<file path="config.mk">
export PLATFORM = sky130hd
export DESIGN_NAME = sdram_read_burst_control
export DESIGN_NICKNAME = d
export VERILOG_FILES = /design/src/core/rd_burst_pkg.sv /design/src/core/bank_ctl_if.sv /design/src/core/bank_timer.sv /design/src/core/sdram_read_burst_control.sv
export SDC_FILE = /design/constraint.sdc
export NUM_CORES = 2
export LEC_CHECK = 0
export BUFFER_PORTS_ARGS = -buffer_cell sky130_fd_sc_hd__buf_2
export CORE_ASPECT_RATIO = 2
export CORE_MARGIN = 1.5
export CORE_UTILIZATION = 36
export DETAILED_ROUTE_END_ITERATION = 8
export PLACE_DENSITY = 0.6
export SETUP_SLACK_MARGIN = 0.5
export SKIP_CTS_REPAIR_TIMING = 1
export SYNTH_ARGS = -nofsm -noshare
export SYNTH_HDL_FRONTEND = slang
export SYNTH_SLANG_ARGS = --single-unit
</file>
<file path="constraint.sdc">
create_clock -name pclk -period 4.8 [get_ports pclk]
set_input_delay 0.24 -clock pclk [delete_from_list [all_inputs] [get_ports pclk]]
set_output_delay 0.24 -clock pclk [all_outputs]
set_load 0.005 [all_outputs]
</file>
<file path="src/core/rd_burst_pkg.sv">
// Shared constants and types for the read burst block.
// How it works
// - Auto precharge closes row; otherwise row stays.
// - First data appears AL plus CL clocks later.
// - Later beats follow on every clock edge.
// - Strobe low, complement high before first data.
// - Strobes float while neither read data nor preamble.
// - Strobe held low half clock after last edge.
// - Data lines released when the burst ends.
// - BL8 reads tCCD apart give seamless data.
// - Chopped reads tCCD apart leave data gap.
// - A started burst always runs to completion.
// - Repeated precharge restarts the precharge period.
// - Address bit ten high selects auto precharge.
// - Auto precharge fires AL plus tRTP later.
// - Auto precharge waits for tRAS and tRTP.
// - Precharge period starts at actual precharge.
// - Auto precharge never within four clocks of prefetch.
// - Fixed eight or on-the-fly with A12 gives BL8.
// - Burst field binary 10 forces chop.
// - On-the-fly with A12 low chops burst.
package rd_burst_pkg;

  localparam int TW = 6;

  // Register byte addresses.
  localparam logic [7:0] ADDR_MODE    = 8'h00;
  localparam logic [7:0] ADDR_TIMING  = 8'h04;
  localparam logic [7:0] ADDR_STATUS  = 8'h08;
  localparam logic [7:0] ADDR_RDCOUNT = 8'h0C;

  // Mode register fields.
  localparam int MODE_AL_LSB = 0;
  localparam int MODE_CL_LSB = 8;
  localparam int MODE_BL_LSB = 16;

  // Timing register fields, in link clock cycles.
  localparam int TIM_RTP_LSB = 0;
  localparam int TIM_RAS_LSB = 8;
  localparam int TIM_RP_LSB  = 16;

  // Status register fields.
  localparam int STAT_OPEN_LSB = 0;
  localparam int STAT_PRE_LSB  = 8;
  localparam int STAT_BUSY_BIT = 16;

  // Reset values.
  localparam logic [TW-1:0] RST_AL   = 6'h00;
  localparam logic [TW-1:0] RST_CL   = 6'h05;
  localparam logic [1:0]    RST_BL   = 2'h0;
  localparam logic [TW-1:0] RST_TRTP = 6'h04;
  localparam logic [TW-1:0] RST_TRAS = 6'h0F;
  localparam logic [TW-1:0] RST_TRP  = 6'h05;

  // Burst length field encodings.
  localparam logic [1:0] BL_FIXED8 = 2'h0;
  localparam logic [1:0] BL_OTF    = 2'h1;
  localparam logic [1:0] BL_FIXED4 = 2'h2;

  // Address bit positions with command meaning.
  localparam int AP_BIT  = 10;
  localparam int OTF_BIT = 12;

  // Last beat index of a full and a chopped burst.
  localparam logic [2:0] LAST_BL8 = 3'h7;
  localparam logic [2:0] LAST_BC4 = 3'h3;

  // Least clocks from a read (after AL) to internal precharge.
  localparam logic [TW-1:0] MIN_RD_TO_PRE = 6'h04;

  // Command pin encodings {ras_n, cas_n, we_n} with chip select low.
  localparam logic [2:0] CMD_READ = 3'h5;
  localparam logic [2:0] CMD_ACT  = 3'h3;
  localparam logic [2:0] CMD_PRE  = 3'h2;

  typedef enum logic [1:0] {
    ST_IDLE = 2'b00,
    ST_PRE  = 2'b01,
    ST_DATA = 2'b10
  } burst_st_t;

  typedef struct packed {
    logic       valid;
    logic       bc4;
    logic [2:0] bank;
    logic [9:0] col;
  } rd_ent_t;

endpackage

</file>
<file path="src/core/bank_ctl_if.sv">
// Command events and timing settings passed to the bank timers.
interface bank_ctl_if;
  logic                        ck_rise;
  logic                        act;
  logic                        pre;
  logic                        pre_all;
  logic                        rd_ap;
  logic [2:0]                  ba;
  logic [rd_burst_pkg::TW-1:0] al;
  logic [rd_burst_pkg::TW-1:0] trtp;
  logic [rd_burst_pkg::TW-1:0] tras;
  logic [rd_burst_pkg::TW-1:0] trp;

  modport ctl  (output ck_rise, act, pre, pre_all, rd_ap, ba,
                output al, trtp, tras, trp);
  modport bank (input  ck_rise, act, pre, pre_all, rd_ap, ba,
                input  al, trtp, tras, trp);
endinterface

</file>
<file path="src/core/bank_timer.sv">
// Row state and precharge timing of one bank.
module bank_timer #(
  parameter logic [2:0] BANK = 3'h0
) (
  // Clock and reset.
  input  wire logic  pclk,
  input  wire logic  presetn,
  // Commands and settings.
  bank_ctl_if.bank   bus,
  // State.
  output logic       row_open,
  output logic       precharging
);

  localparam int CW = rd_burst_pkg::TW + 1;

  logic [CW-1:0]                 ras_cnt;
  logic [CW-1:0]                 ap_cnt;
  logic                          ap_pend;
  logic [rd_burst_pkg::TW-1:0]   trp_cnt;
  logic                          hit;
  logic                          ap_fire;
  logic                          pre_now;
  logic [rd_burst_pkg::TW-1:0]   rtp_eff;

  assign hit = bus.ba == BANK;
  assign rtp_eff = (bus.trtp < rd_burst_pkg::MIN_RD_TO_PRE) ?
                   rd_burst_pkg::MIN_RD_TO_PRE : bus.trtp;
  assign ap_fire = ap_pend && ap_cnt == '0 &&
                   ras_cnt >= {1'b0, bus.tras};
  assign pre_now = bus.ck_rise &&
                   ((bus.pre && (hit || bus.pre_all)) || ap_fire);
  assign precharging = trp_cnt != '0;

  // Time since the row was opened, saturating.
  always_ff @(posedge pclk or negedge presetn) begin
    if (!presetn) begin
      ras_cnt <= '0;
    end else if (bus.ck_rise) begin
      if (bus.act && hit) begin
        ras_cnt <= CW'(1'b1);
      end else if (ras_cnt != '1) begin
        ras_cnt <= ras_cnt + 1'b1;
      end
    end
  end

  // Pending auto precharge countdown.
  always_ff @(posedge pclk or negedge presetn) begin
    if (!presetn) begin
      ap_pend <= 1'b0;
      ap_cnt  <= '0;
    end else if (bus.ck_rise) begin
      if (bus.rd_ap && hit) begin
        ap_pend <= 1'b1;
        ap_cnt  <= {1'b0, bus.al} + {1'b0, rtp_eff} - 1'b1;
      end else if (ap_fire) begin
        ap_pend <= 1'b0;
      end else if (ap_pend && ap_cnt != '0) begin
        ap_cnt <= ap_cnt - 1'b1;
      end
    end
  end

  // Row open flag.
  always_ff @(posedge pclk or negedge presetn) begin
    if (!presetn) begin
      row_open <= 1'b0;
    end else if (pre_now) begin
      row_open <= 1'b0;
    end else if (bus.ck_rise && bus.act && hit) begin
      row_open <= 1'b1;
    end
  end

  // Precharge period, restarted by every precharge.
  always_ff @(posedge pclk or negedge presetn) begin
    if (!presetn) begin
      trp_cnt <= '0;
    end else if (pre_now) begin
      trp_cnt <= bus.trp;
    end else if (bus.ck_rise && trp_cnt != '0) begin
      trp_cnt <= trp_cnt - 1'b1;
    end
  end

endmodule // bank_timer

</file>
<file path="src/core/sdram_read_burst_control.sv">
// Read burst datapath, strobe generation and register file.
//
// Chosen here: the APB slave port and the register addresses.
module sdram_read_burst_control #(
  parameter int NUM_BANKS = 8,
  parameter int DQ_W      = 8,
  parameter int PIPE_D    = 32
) (
  // Clock and reset.
  input  wire logic            pclk,
  input  wire logic            presetn,
  // APB slave.
  input  wire logic            psel,
  input  wire logic            penable,
  input  wire logic            pwrite,
  input  wire logic [7:0]      paddr,
  input  wire logic [31:0]     pwdata,
  output logic      [31:0]     prdata,
  output logic                 pready,
  output logic                 pslverr,
  // Memory command pins.
  input  wire logic            ck,
  input  wire logic            cs_n,
  input  wire logic            ras_n,
  input  wire logic            cas_n,
  input  wire logic            we_n,
  input  wire logic [2:0]      ba,
  input  wire logic [13:0]     addr,
  // Data pins.
  input  wire logic [DQ_W-1:0] dq_in,
  output logic      [DQ_W-1:0] dq_out,
  output logic                 dq_oe_n,
  // Strobe pins.
  input  wire logic            dqs_in,
  output logic                 dqs_out,
  output logic                 dqs_oe_n,
  input  wire logic            dqs_n_in,
  output logic                 dqs_n_out,
  output logic                 dqs_n_oe_n
);

  localparam int TW = rd_burst_pkg::TW;
  localparam int PW = 21;

  bank_ctl_if bctl ();

  // Settings.
  logic [TW-1:0] al;
  logic [TW-1:0] cl;
  logic [1:0]    bl_mode;
  logic [TW-1:0] trtp;
  logic [TW-1:0] tras;
  logic [TW-1:0] trp;

  // Pin synchronisers.
  logic [1:0]    ck_sync;
  logic          ck_prev;
  logic [PW-1:0] pin_s1;
  logic [PW-1:0] pin_s2;
  logic          ck_rise;
  logic          ck_fall;

  // Command decode.
  logic [2:0]    c_ba;
  logic [13:0]   c_addr;
  logic          c_sel;
  logic [2:0]    c_op;
  logic          is_read;
  logic          is_act;
  logic          is_pre;
  logic          rd_bc4;

  // Read pipeline and burst state.
  rd_burst_pkg::rd_ent_t pipe [PIPE_D];
  rd_burst_pkg::rd_ent_t start_ent;
  rd_burst_pkg::rd_ent_t pre_ent;
  rd_burst_pkg::rd_ent_t cur;
  rd_burst_pkg::rd_ent_t next_cur;
  rd_burst_pkg::burst_st_t state;
  rd_burst_pkg::burst_st_t next_state;
  logic [2:0]    beat;
  logic [2:0]    next_beat;
  logic [2:0]    last_beat;
  logic          done;
  logic [TW:0]   rl;
  logic [15:0]   rd_count;

  // Bank status.
  logic [NUM_BANKS-1:0] row_open;
  logic [NUM_BANKS-1:0] precharging;

  // APB.
  logic          wr_en;
  logic          rd_setup;
  logic          addr_ok;
  logic [31:0]   next_prdata;

  // Two-stage synchronisers for the link clock and command pins.
  always_ff @(posedge pclk or negedge presetn) begin
    if (!presetn) begin
      ck_sync <= 2'h0;
      ck_prev <= 1'b0;
      pin_s1  <= '1;
      pin_s2  <= '1;
    end else begin
      ck_sync <= {ck_sync[0], ck};
      ck_prev <= ck_sync[1];
      pin_s1  <= {cs_n, ras_n, cas_n, we_n, ba, addr};
      pin_s2  <= pin_s1;
    end
  end

  assign ck_rise = ck_sync[1] & ~ck_prev;
  assign ck_fall = ~ck_sync[1] & ck_prev;

  assign c_sel  = ~pin_s2[PW-1];
  assign c_op   = pin_s2[PW-2:PW-4];
  assign c_ba   = pin_s2[16:14];
  assign c_addr = pin_s2[13:0];

  assign is_read = ck_rise && c_sel && c_op == rd_burst_pkg::CMD_READ;
  assign is_act  = c_sel && c_op == rd_burst_pkg::CMD_ACT;
  assign is_pre  = c_sel && c_op == rd_burst_pkg::CMD_PRE;

  // Burst length per command.
  assign rd_bc4 = (bl_mode == rd_burst_pkg::BL_FIXED4) ||
                  (bl_mode == rd_burst_pkg::BL_OTF &&
                   !c_addr[rd_burst_pkg::OTF_BIT]);

  // Bank timer controls.
  assign bctl.ck_rise = ck_rise;
  assign bctl.act     = is_act;
  assign bctl.pre     = is_pre;
  assign bctl.pre_all = c_addr[rd_burst_pkg::AP_BIT];
  assign bctl.rd_ap   = c_sel && c_op == rd_burst_pkg::CMD_READ &&
                        c_addr[rd_burst_pkg::AP_BIT];
  assign bctl.ba      = c_ba;
  assign bctl.al      = al;
  assign bctl.trtp    = trtp;
  assign bctl.tras    = tras;
  assign bctl.trp     = trp;

  for (genvar g = 0; g < NUM_BANKS; g++) begin : g_bank
    bank_timer #(
      .BANK (3'(g))
    ) u_bank (
      .pclk        (pclk),
      .presetn     (presetn),
      .bus         (bctl.bank),
      .row_open    (row_open[g]),
      .precharging (precharging[g])
    );
  end

  // Read pipeline, one stage per link clock cycle.
  always_ff @(posedge pclk or negedge presetn) begin
    if (!presetn) begin
      for (int i = 0; i < PIPE_D; i++) begin
        pipe[i] <= '0;
      end
    end else if (ck_rise) begin
      pipe[0] <= '{valid: is_read, bc4: rd_bc4, bank: c_ba,
                   col: c_addr[9:0]};
      for (int i = 1; i < PIPE_D; i++) begin
        pipe[i] <= pipe[i-1];
      end
    end
  end

  // Taps one clock before and at the read latency.
  assign rl = {1'b0, al} + {1'b0, cl};
  always_comb begin
    start_ent = '0;
    pre_ent   = '0;
    if (rl >= (TW+1)'(2) && rl <= (TW+1)'(PIPE_D)) begin
      start_ent = pipe[int'(rl) - 1];
      pre_ent   = pipe[int'(rl) - 2];
    end
  end

  assign last_beat = cur.bc4 ? rd_burst_pkg::LAST_BC4
                             : rd_burst_pkg::LAST_BL8;
  assign done = state != rd_burst_pkg::ST_DATA || beat == last_beat;

  // Burst sequencing.
  always_comb begin
    next_state = state;
    next_beat  = beat;
    next_cur   = cur;
    if (ck_rise && start_ent.valid && done) begin
      next_state = rd_burst_pkg::ST_DATA;
      next_beat  = 3'h0;
      next_cur   = start_ent;
    end else if ((ck_rise || ck_fall) && !done) begin
      next_beat = beat + 3'h1;
    end else if (ck_rise && done) begin
      next_state = pre_ent.valid ? rd_burst_pkg::ST_PRE
                                 : rd_burst_pkg::ST_IDLE;
    end
  end

  always_ff @(posedge pclk or negedge presetn) begin
    if (!presetn) begin
      state <= rd_burst_pkg::ST_IDLE;
      beat  <= 3'h0;
      cur   <= '0;
    end else begin
      state <= next_state;
      beat  <= next_beat;
      cur   <= next_cur;
    end
  end

  // Burst order: low two bits wrap, bit two flips in the second half.
  function automatic logic [DQ_W-1:0] beat_data(
    input rd_burst_pkg::rd_ent_t e,
    input logic [2:0]            b
  );
    logic [9:0] c;
    c = {e.col[9:3], e.col[2] ^ b[2], e.col[1:0] + b[1:0]};
    return DQ_W'(c) ^ DQ_W'({e.bank, 5'h00});
  endfunction

  // Registered pin drive.
  always_ff @(posedge pclk or negedge presetn) begin
    if (!presetn) begin
      dq_out     <= '0;
      dq_oe_n    <= 1'b1;
      dqs_out    <= 1'b0;
      dqs_n_out  <= 1'b1;
      dqs_oe_n   <= 1'b1;
      dqs_n_oe_n <= 1'b1;
    end else begin
      dq_out     <= beat_data(next_cur, next_beat);
      dq_oe_n    <= next_state != rd_burst_pkg::ST_DATA;
      dqs_out    <= next_state == rd_burst_pkg::ST_DATA &&
                    !next_beat[0];
      dqs_n_out  <= !(next_state == rd_burst_pkg::ST_DATA &&
                      !next_beat[0]);
      dqs_oe_n   <= next_state == rd_burst_pkg::ST_IDLE;
      dqs_n_oe_n <= next_state == rd_burst_pkg::ST_IDLE;
    end
  end

  // Count of accepted reads.
  always_ff @(posedge pclk or negedge presetn) begin
    if (!presetn) begin
      rd_count <= 16'h0000;
    end else if (is_read) begin
      rd_count <= rd_count + 16'h0001;
    end
  end

  // APB slave with no wait states.
  assign pready   = 1'b1;
  assign wr_en    = psel && penable && pwrite;
  assign rd_setup = psel && !penable && !pwrite;
  assign addr_ok  = paddr == rd_burst_pkg::ADDR_MODE ||
                    paddr == rd_burst_pkg::ADDR_TIMING ||
                    paddr == rd_burst_pkg::ADDR_STATUS ||
                    paddr == rd_burst_pkg::ADDR_RDCOUNT;
  assign pslverr  = psel && penable && !addr_ok;

  always_ff @(posedge pclk or negedge presetn) begin
    if (!presetn) begin
      al      <= rd_burst_pkg::RST_AL;
      cl      <= rd_burst_pkg::RST_CL;
      bl_mode <= rd_burst_pkg::RST_BL;
    end else if (wr_en && paddr == rd_burst_pkg::ADDR_MODE) begin
      al      <= pwdata[rd_burst_pkg::MODE_AL_LSB +: TW];
      cl      <= pwdata[rd_burst_pkg::MODE_CL_LSB +: TW];
      bl_mode <= pwdata[rd_burst_pkg::MODE_BL_LSB +: 2];
    end
  end

  always_ff @(posedge pclk or negedge presetn) begin
    if (!presetn) begin
      trtp <= rd_burst_pkg::RST_TRTP;
      tras <= rd_burst_pkg::RST_TRAS;
      trp  <= rd_burst_pkg::RST_TRP;
    end else if (wr_en && paddr == rd_burst_pkg::ADDR_TIMING) begin
      trtp <= pwdata[rd_burst_pkg::TIM_RTP_LSB +: TW];
      tras <= pwdata[rd_burst_pkg::TIM_RAS_LSB +: TW];
      trp  <= pwdata[rd_burst_pkg::TIM_RP_LSB +: TW];
    end
  end

  always_comb begin
    next_prdata = 32'h00000000;
    case (paddr)
      rd_burst_pkg::ADDR_MODE: begin
        next_prdata[rd_burst_pkg::MODE_AL_LSB +: TW] = al;
        next_prdata[rd_burst_pkg::MODE_CL_LSB +: TW] = cl;
        next_prdata[rd_burst_pkg::MODE_BL_LSB +: 2]  = bl_mode;
      end
      rd_burst_pkg::ADDR_TIMING: begin
        next_prdata[rd_burst_pkg::TIM_RTP_LSB +: TW] = trtp;
        next_prdata[rd_burst_pkg::TIM_RAS_LSB +: TW] = tras;
        next_prdata[rd_burst_pkg::TIM_RP_LSB +: TW]  = trp;
      end
      rd_burst_pkg::ADDR_STATUS: begin
        next_prdata[rd_burst_pkg::STAT_OPEN_LSB +: NUM_BANKS] = row_open;
        next_prdata[rd_burst_pkg::STAT_PRE_LSB +: NUM_BANKS] =
          precharging;
        next_prdata[rd_burst_pkg::STAT_BUSY_BIT] =
          state != rd_burst_pkg::ST_IDLE;
      end
      rd_burst_pkg::ADDR_RDCOUNT: begin
        next_prdata[15:0] = rd_count;
      end
      default: begin
        next_prdata = 32'h00000000;
      end
    endcase
  end

  always_ff @(posedge pclk or negedge presetn) begin
    if (!presetn) begin
      prdata <= 32'h00000000;
    end else if (rd_setup) begin
      prdata <= next_prdata;
    end
  end

endmodule // sdram_read_burst_control

</file>
After elaboration in Yosys (flattened, before gate mapping)
Cells that the tools add are included.
Operators by class
  add/sub/neg operators: 32
  magnitude comparators: 13
  eq/ne operators: 35
  mux-type cells: 112
  bitwise logic cells: 9
  reduce and logical (&&, ||, !) cells: 214
Operator list (count)
  $mux W7: 40
  $bmux W15 S5: 2
  $mux W6: 17
  $logic_and A1 B1 Y1: 93
  $mux W15: 6
  $reduce_bool A2 Y1: 41
  $ge A32 B6 Y1 const B: 2
  $not A32 Y32: 2
  $sub A7 B1 Y7 const B: 9
  $add A7 B1 Y7 const B: 8
  $ge A7 B6 Y1: 8
  $logic_not A7 Y1: 8
  $ne A7 B7 Y1 const B: 8
  $reduce_bool A7 Y1: 8
  $pmux W6 S4: 2
  $reduce_bool A6 Y1: 8
  $sub A6 B1 Y6 const B: 8
  $mux W1: 33
  $reduce_and A2 Y1: 16
  $reduce_and A3 Y1: 8
  $logic_or A1 B1 Y1: 22
  $ne A2 B2 Y1 const B: 10
  $add A16 B1 Y16 const B: 1
  $eq A8 B4 Y1 const B: 2
  30 further kinds: 53
Storage, ports and cells
  flip-flop bits (word level): 802
  bits of input ports: 77
  output and inout port bits: 47
  logic and storage cells: 606

Depth between registers and ports, before layout
  depth in word-level cells: 14
  mapped depth: 19
  gate-level depth less buffers: 16

Modules after synthesis
Synthesis repeated with hierarchy kept, for this count alone.
Second synthesis, totals
  cells, all modules: 3231
  area, all modules: 38747.2 um^2
By module, submodules not included
  sdram_read_burst_control: instances 1, cells an instance 1575, area each 24618.6 um^2, seq. area each 13820.8 um^2
  bank_timer (g_bank[1].u_bank ...): instances 6, cells an instance 207, area each 1766.7 um^2, seq. area each 550.5 um^2
  bank_timer (g_bank[0].u_bank ...): instances 2, cells an instance 207, area each 1764.2 um^2, seq. area each 550.5 um^2

Least setup slack after synthesis
No wires, ideal clock.
  kind: register to register
  start: register al[0]
  end: register dq_out[1]
  setup time: 0.065 ns
  arrival time: 4.642 ns
  data required time: 4.735 ns
  setup slack: 0.093 ns
  stages on the path, launching flop included: 19
  path buffers: 4
  clock period less this slack: 4.707 ns
  path through: dfrtp_1 > ha_1 > fa_1 > clkbuf_1 > inv_1 > ha_1 > buf_2 > buf_1 > clkbuf_1 > mux4_2 > nand2_1 > nand2_1 > o211ai_1 > o21ai_0 > mux2_4 > ha_1 > or2_2 > a211oi_1 > a211o_1
RTL lines
  from (decl): RTL line sdram_read_burst_control.sv:48  | logic [TW-1:0] al;
  from (signal assigned): RTL line sdram_read_burst_control.sv:266  | al <= rd_burst_pkg::RST_AL;
  from (signal assigned): RTL line sdram_read_burst_control.sv:270  | al <= pwdata[rd_burst_pkg::MODE_AL_LSB +: TW];
  to (signal assigned): RTL line sdram_read_burst_control.sv:234  | dq_out <= beat_data(next_cur, next_beat);
  to (decl): RTL line sdram_read_burst_control.sv:31  | output logic [DQ_W-1:0] dq_out,

==> metrics.cfg <==
[cts]
cts_tree=built
cts.reportedPaths.clkPinSlew_ns=0.07
htree_levels=3
clockRootBuffer=clkbuf_16
cts.path.max_buffers=3
worstSkewPairLatency_ns=0.65
cts_buffers=70
clkSinkCount=726

[global_route]
grt_pass1_wl_um=131000
grt_max_degree=176
grt_usage=0.163
antenna_found_initial=1
overflow=0
grt_pass1_vias=23763

[hold_path]
hp-class=in2reg

[sta]
setup_viol=0
hold_violations=0
skew_ns=0.0191
worst_pin_slew_ns=1.28
max_slew_margin=0.139
timing.final.crit_period_ns=4.14
max_freq_mhz=241
slew_viol_final=0
fin_crit_sh=0.864
rsz0062_at_grt=false
fin_setup_tns_ns=0

[cells_and_area]
synthToLayoutAreaGrowth_pct=12.9
drive_above_1_share=0.323
nets=3122

[power_and_ir_drop]
p_per_area_nw_per_um2=438
p_total_uw=17800
leakagePower_uw=0.0184
peakVddDrop_v=0.000259

[detailed_routing]
wire_per_inst_um=18.6
drtPass1Iterations=5
ant_nets=0
topRoutingLayerUsed=met4
vias_per_cell=5.23
drt_drc_violations_left=0
met3WireLength_um=2360
initialDrtViolationCount=1091
met1_length_um=30600
dr_wl_met2_um=43800
routed_wl_um=80200
vias=22553

[synthesis]
yosysMostFrequentCell=dfrtp_1
synth-seq-area-share=0.506
syn-cell-area_um2=36000
synth_common_cells=680 x dfrtp_1, 519 x mux2_2, 143 x nand2_1, 130 x nor2_1, 124 x mux4_2
synthFlopType=dfrtp_1
netlist_top_cells_area=dfrtp_1 47%, mux2_2 16%, mux4_2 7.8%
synth.avg_cell_area_um2=12.6
synthCells=2855
netlist-cell-type-count=74
yosysTopAreaCellShare=0.473
ys_ff_latch=726
synth_edf_count=0
ys_warn_count=0
async_flop_share=1.00
yosysTopAreaCell=dfrtp_1

[critical_path]
path_class=reg2reg
cp-start-kind=register
cp_max_fo=6
crit_required_ns=5.39
cp-end-kind=register
worstPathArrival_ns=4.74

[floorplanning]
core_um2=98900
rows=163
die_area_um2=102000
initial_core_util=0.364
die_x_um=227
die_y_um=450
io_pins=124

[placed_design]
hpwl_um=54000
gp_congestion=0.819
numPortBuffers=84

[status]
status=completed

[run]
max_cap_violations=0

[logic make-up after synthesis]
logic type,count (synthesis),synth area share
fa+ha+maj,108,0.0380
mux,672,0.249
simple gates,593,0.0801
flops,726,0.506
xor+xnor,102,0.0269
other cells,2,0.000209
compound gates,369,0.0669
buf+inv,283,0.0331
[critical path: stages, from the launching register on]
cell and delay, ns:
dfrtp_1 0.42, ha_4 0.20, fa_1 0.50, and3_1 0.20, or3_1 0.39, and2_4 0.21, xnor2_4 0.30, mux2i_2 0.33
o21ai_2 0.14, a21oi_4 0.24, mux2_4 0.33, ha_2 0.20, or2_2 0.30, a211oi_2 0.22, a211o_1 0.12
[power breakdown]
part | leakage, uW | switching [uW] | total, uW | internal (uW)
Clock | 0.00115 | 2460 | 5840 | 3370
Sequential | 0.00948 | 977 | 8280 | 7300
Combinational | 0.00778 | 1610 | 3700 | 2090
[worst paths after layout]
kind / from / end / slack [ns] / cells past startpoint
setup / recovery: al[0] / dq_out[1] / 0.66 / 14
hold / removal: paddr[0] / prdata[17] / 0.12 / 5
setup reg to reg: al[0] / dq_out[1] / 0.66 / 14
hold reg to reg: ck_sync[0] / ck_sync[1] / 0.34 / 0
max in group asynchronous: presetn / pipe[227] / 3.34 / 3
min in group asynchronous: presetn / pipe[470] / 0.26 / 2
[flip-flops by register name, summed over array words and instances, names as in the netlist, 3 cells and up]
name and flops:
cur 10, g_bank.u_bank.ap_pend 8, rd_count 16, prdata 22, g_bank.u_bank.row_open 8, cl 6, g_bank.u_bank.ap_cnt 56, bctl.tras 6
pin_s2 17, pipe 416, g_bank.u_bank.ras_cnt 56, al 6, bctl.trp 6, dq_out 8, bctl.trtp 6, pin_s1 17
g_bank.u_bank.trp_cnt 48, beat 3
[cell type report]
| type | count | area [um^2] |
|---|---|---|
| sequential | 726 | 18200 |
| multi-input combinational | 1855 | 16700 |
| tap | 1320 | 1650 |
| clock inverter | 24 | 353 |
| antenna | 1 | 2.50 |
| clock buffer | 100 | 2020 |
| inverter | 121 | 457 |
| fill | 9187 | 58300 |
| timing repair buffer | 163 | 1240 |
[layout by cell type, fill, tap and decap left out, types with 9 or more instances in the layout]
master and count:
dlygate4sd3_1 37, xnor2_1 42, clkbuf_16 73, conb_1 11, dfstp_2 46, nand3_1 74, ha_1 101, nor3_1 118
clkbuf_8 9, o21ai_0 91, nor4_1 12, buf_12 10, buf_4 30, dfrtp_1 680, o21a_1 16, nand2b_1 13
o22ai_1 23, nand2_1 143, xor2_1 54, a21oi_1 93, mux2_2 519, a21o_1 38, or4_1 9, a31oi_1 17
inv_1 119, mux2i_1 22, a22o_1 26, and3_1 15, clkbuf_1 18, nand4_1 22, nor2_1 130, o31ai_1 10
mux4_2 124, or3_1 17, buf_2 85
[routing by layer]
layer,GRT usage,vias to the layer above
met2,0.303,320
met3,0.0252,133
li1,-,10502
met4,0.0735,0
met1,0.180,11598
met5,0,-
[through the flow]
step                 util  std cells  hold WS [ns]  setup WS (ns)  cell area, um^2
detailed placement  0.383       4144         0.335          0.420            37800
finish              0.411       4310         0.122          0.655            40600
floorplan               -       2864       -0.0556          0.525            36100
global placement    0.383       4144         0.334          0.489            37800
global route        0.411       4310         0.130          0.519            40600
CTS                 0.407       4268        -0.365          0.412            40200
Note: power is estimated with default switching activity, not from simulation.
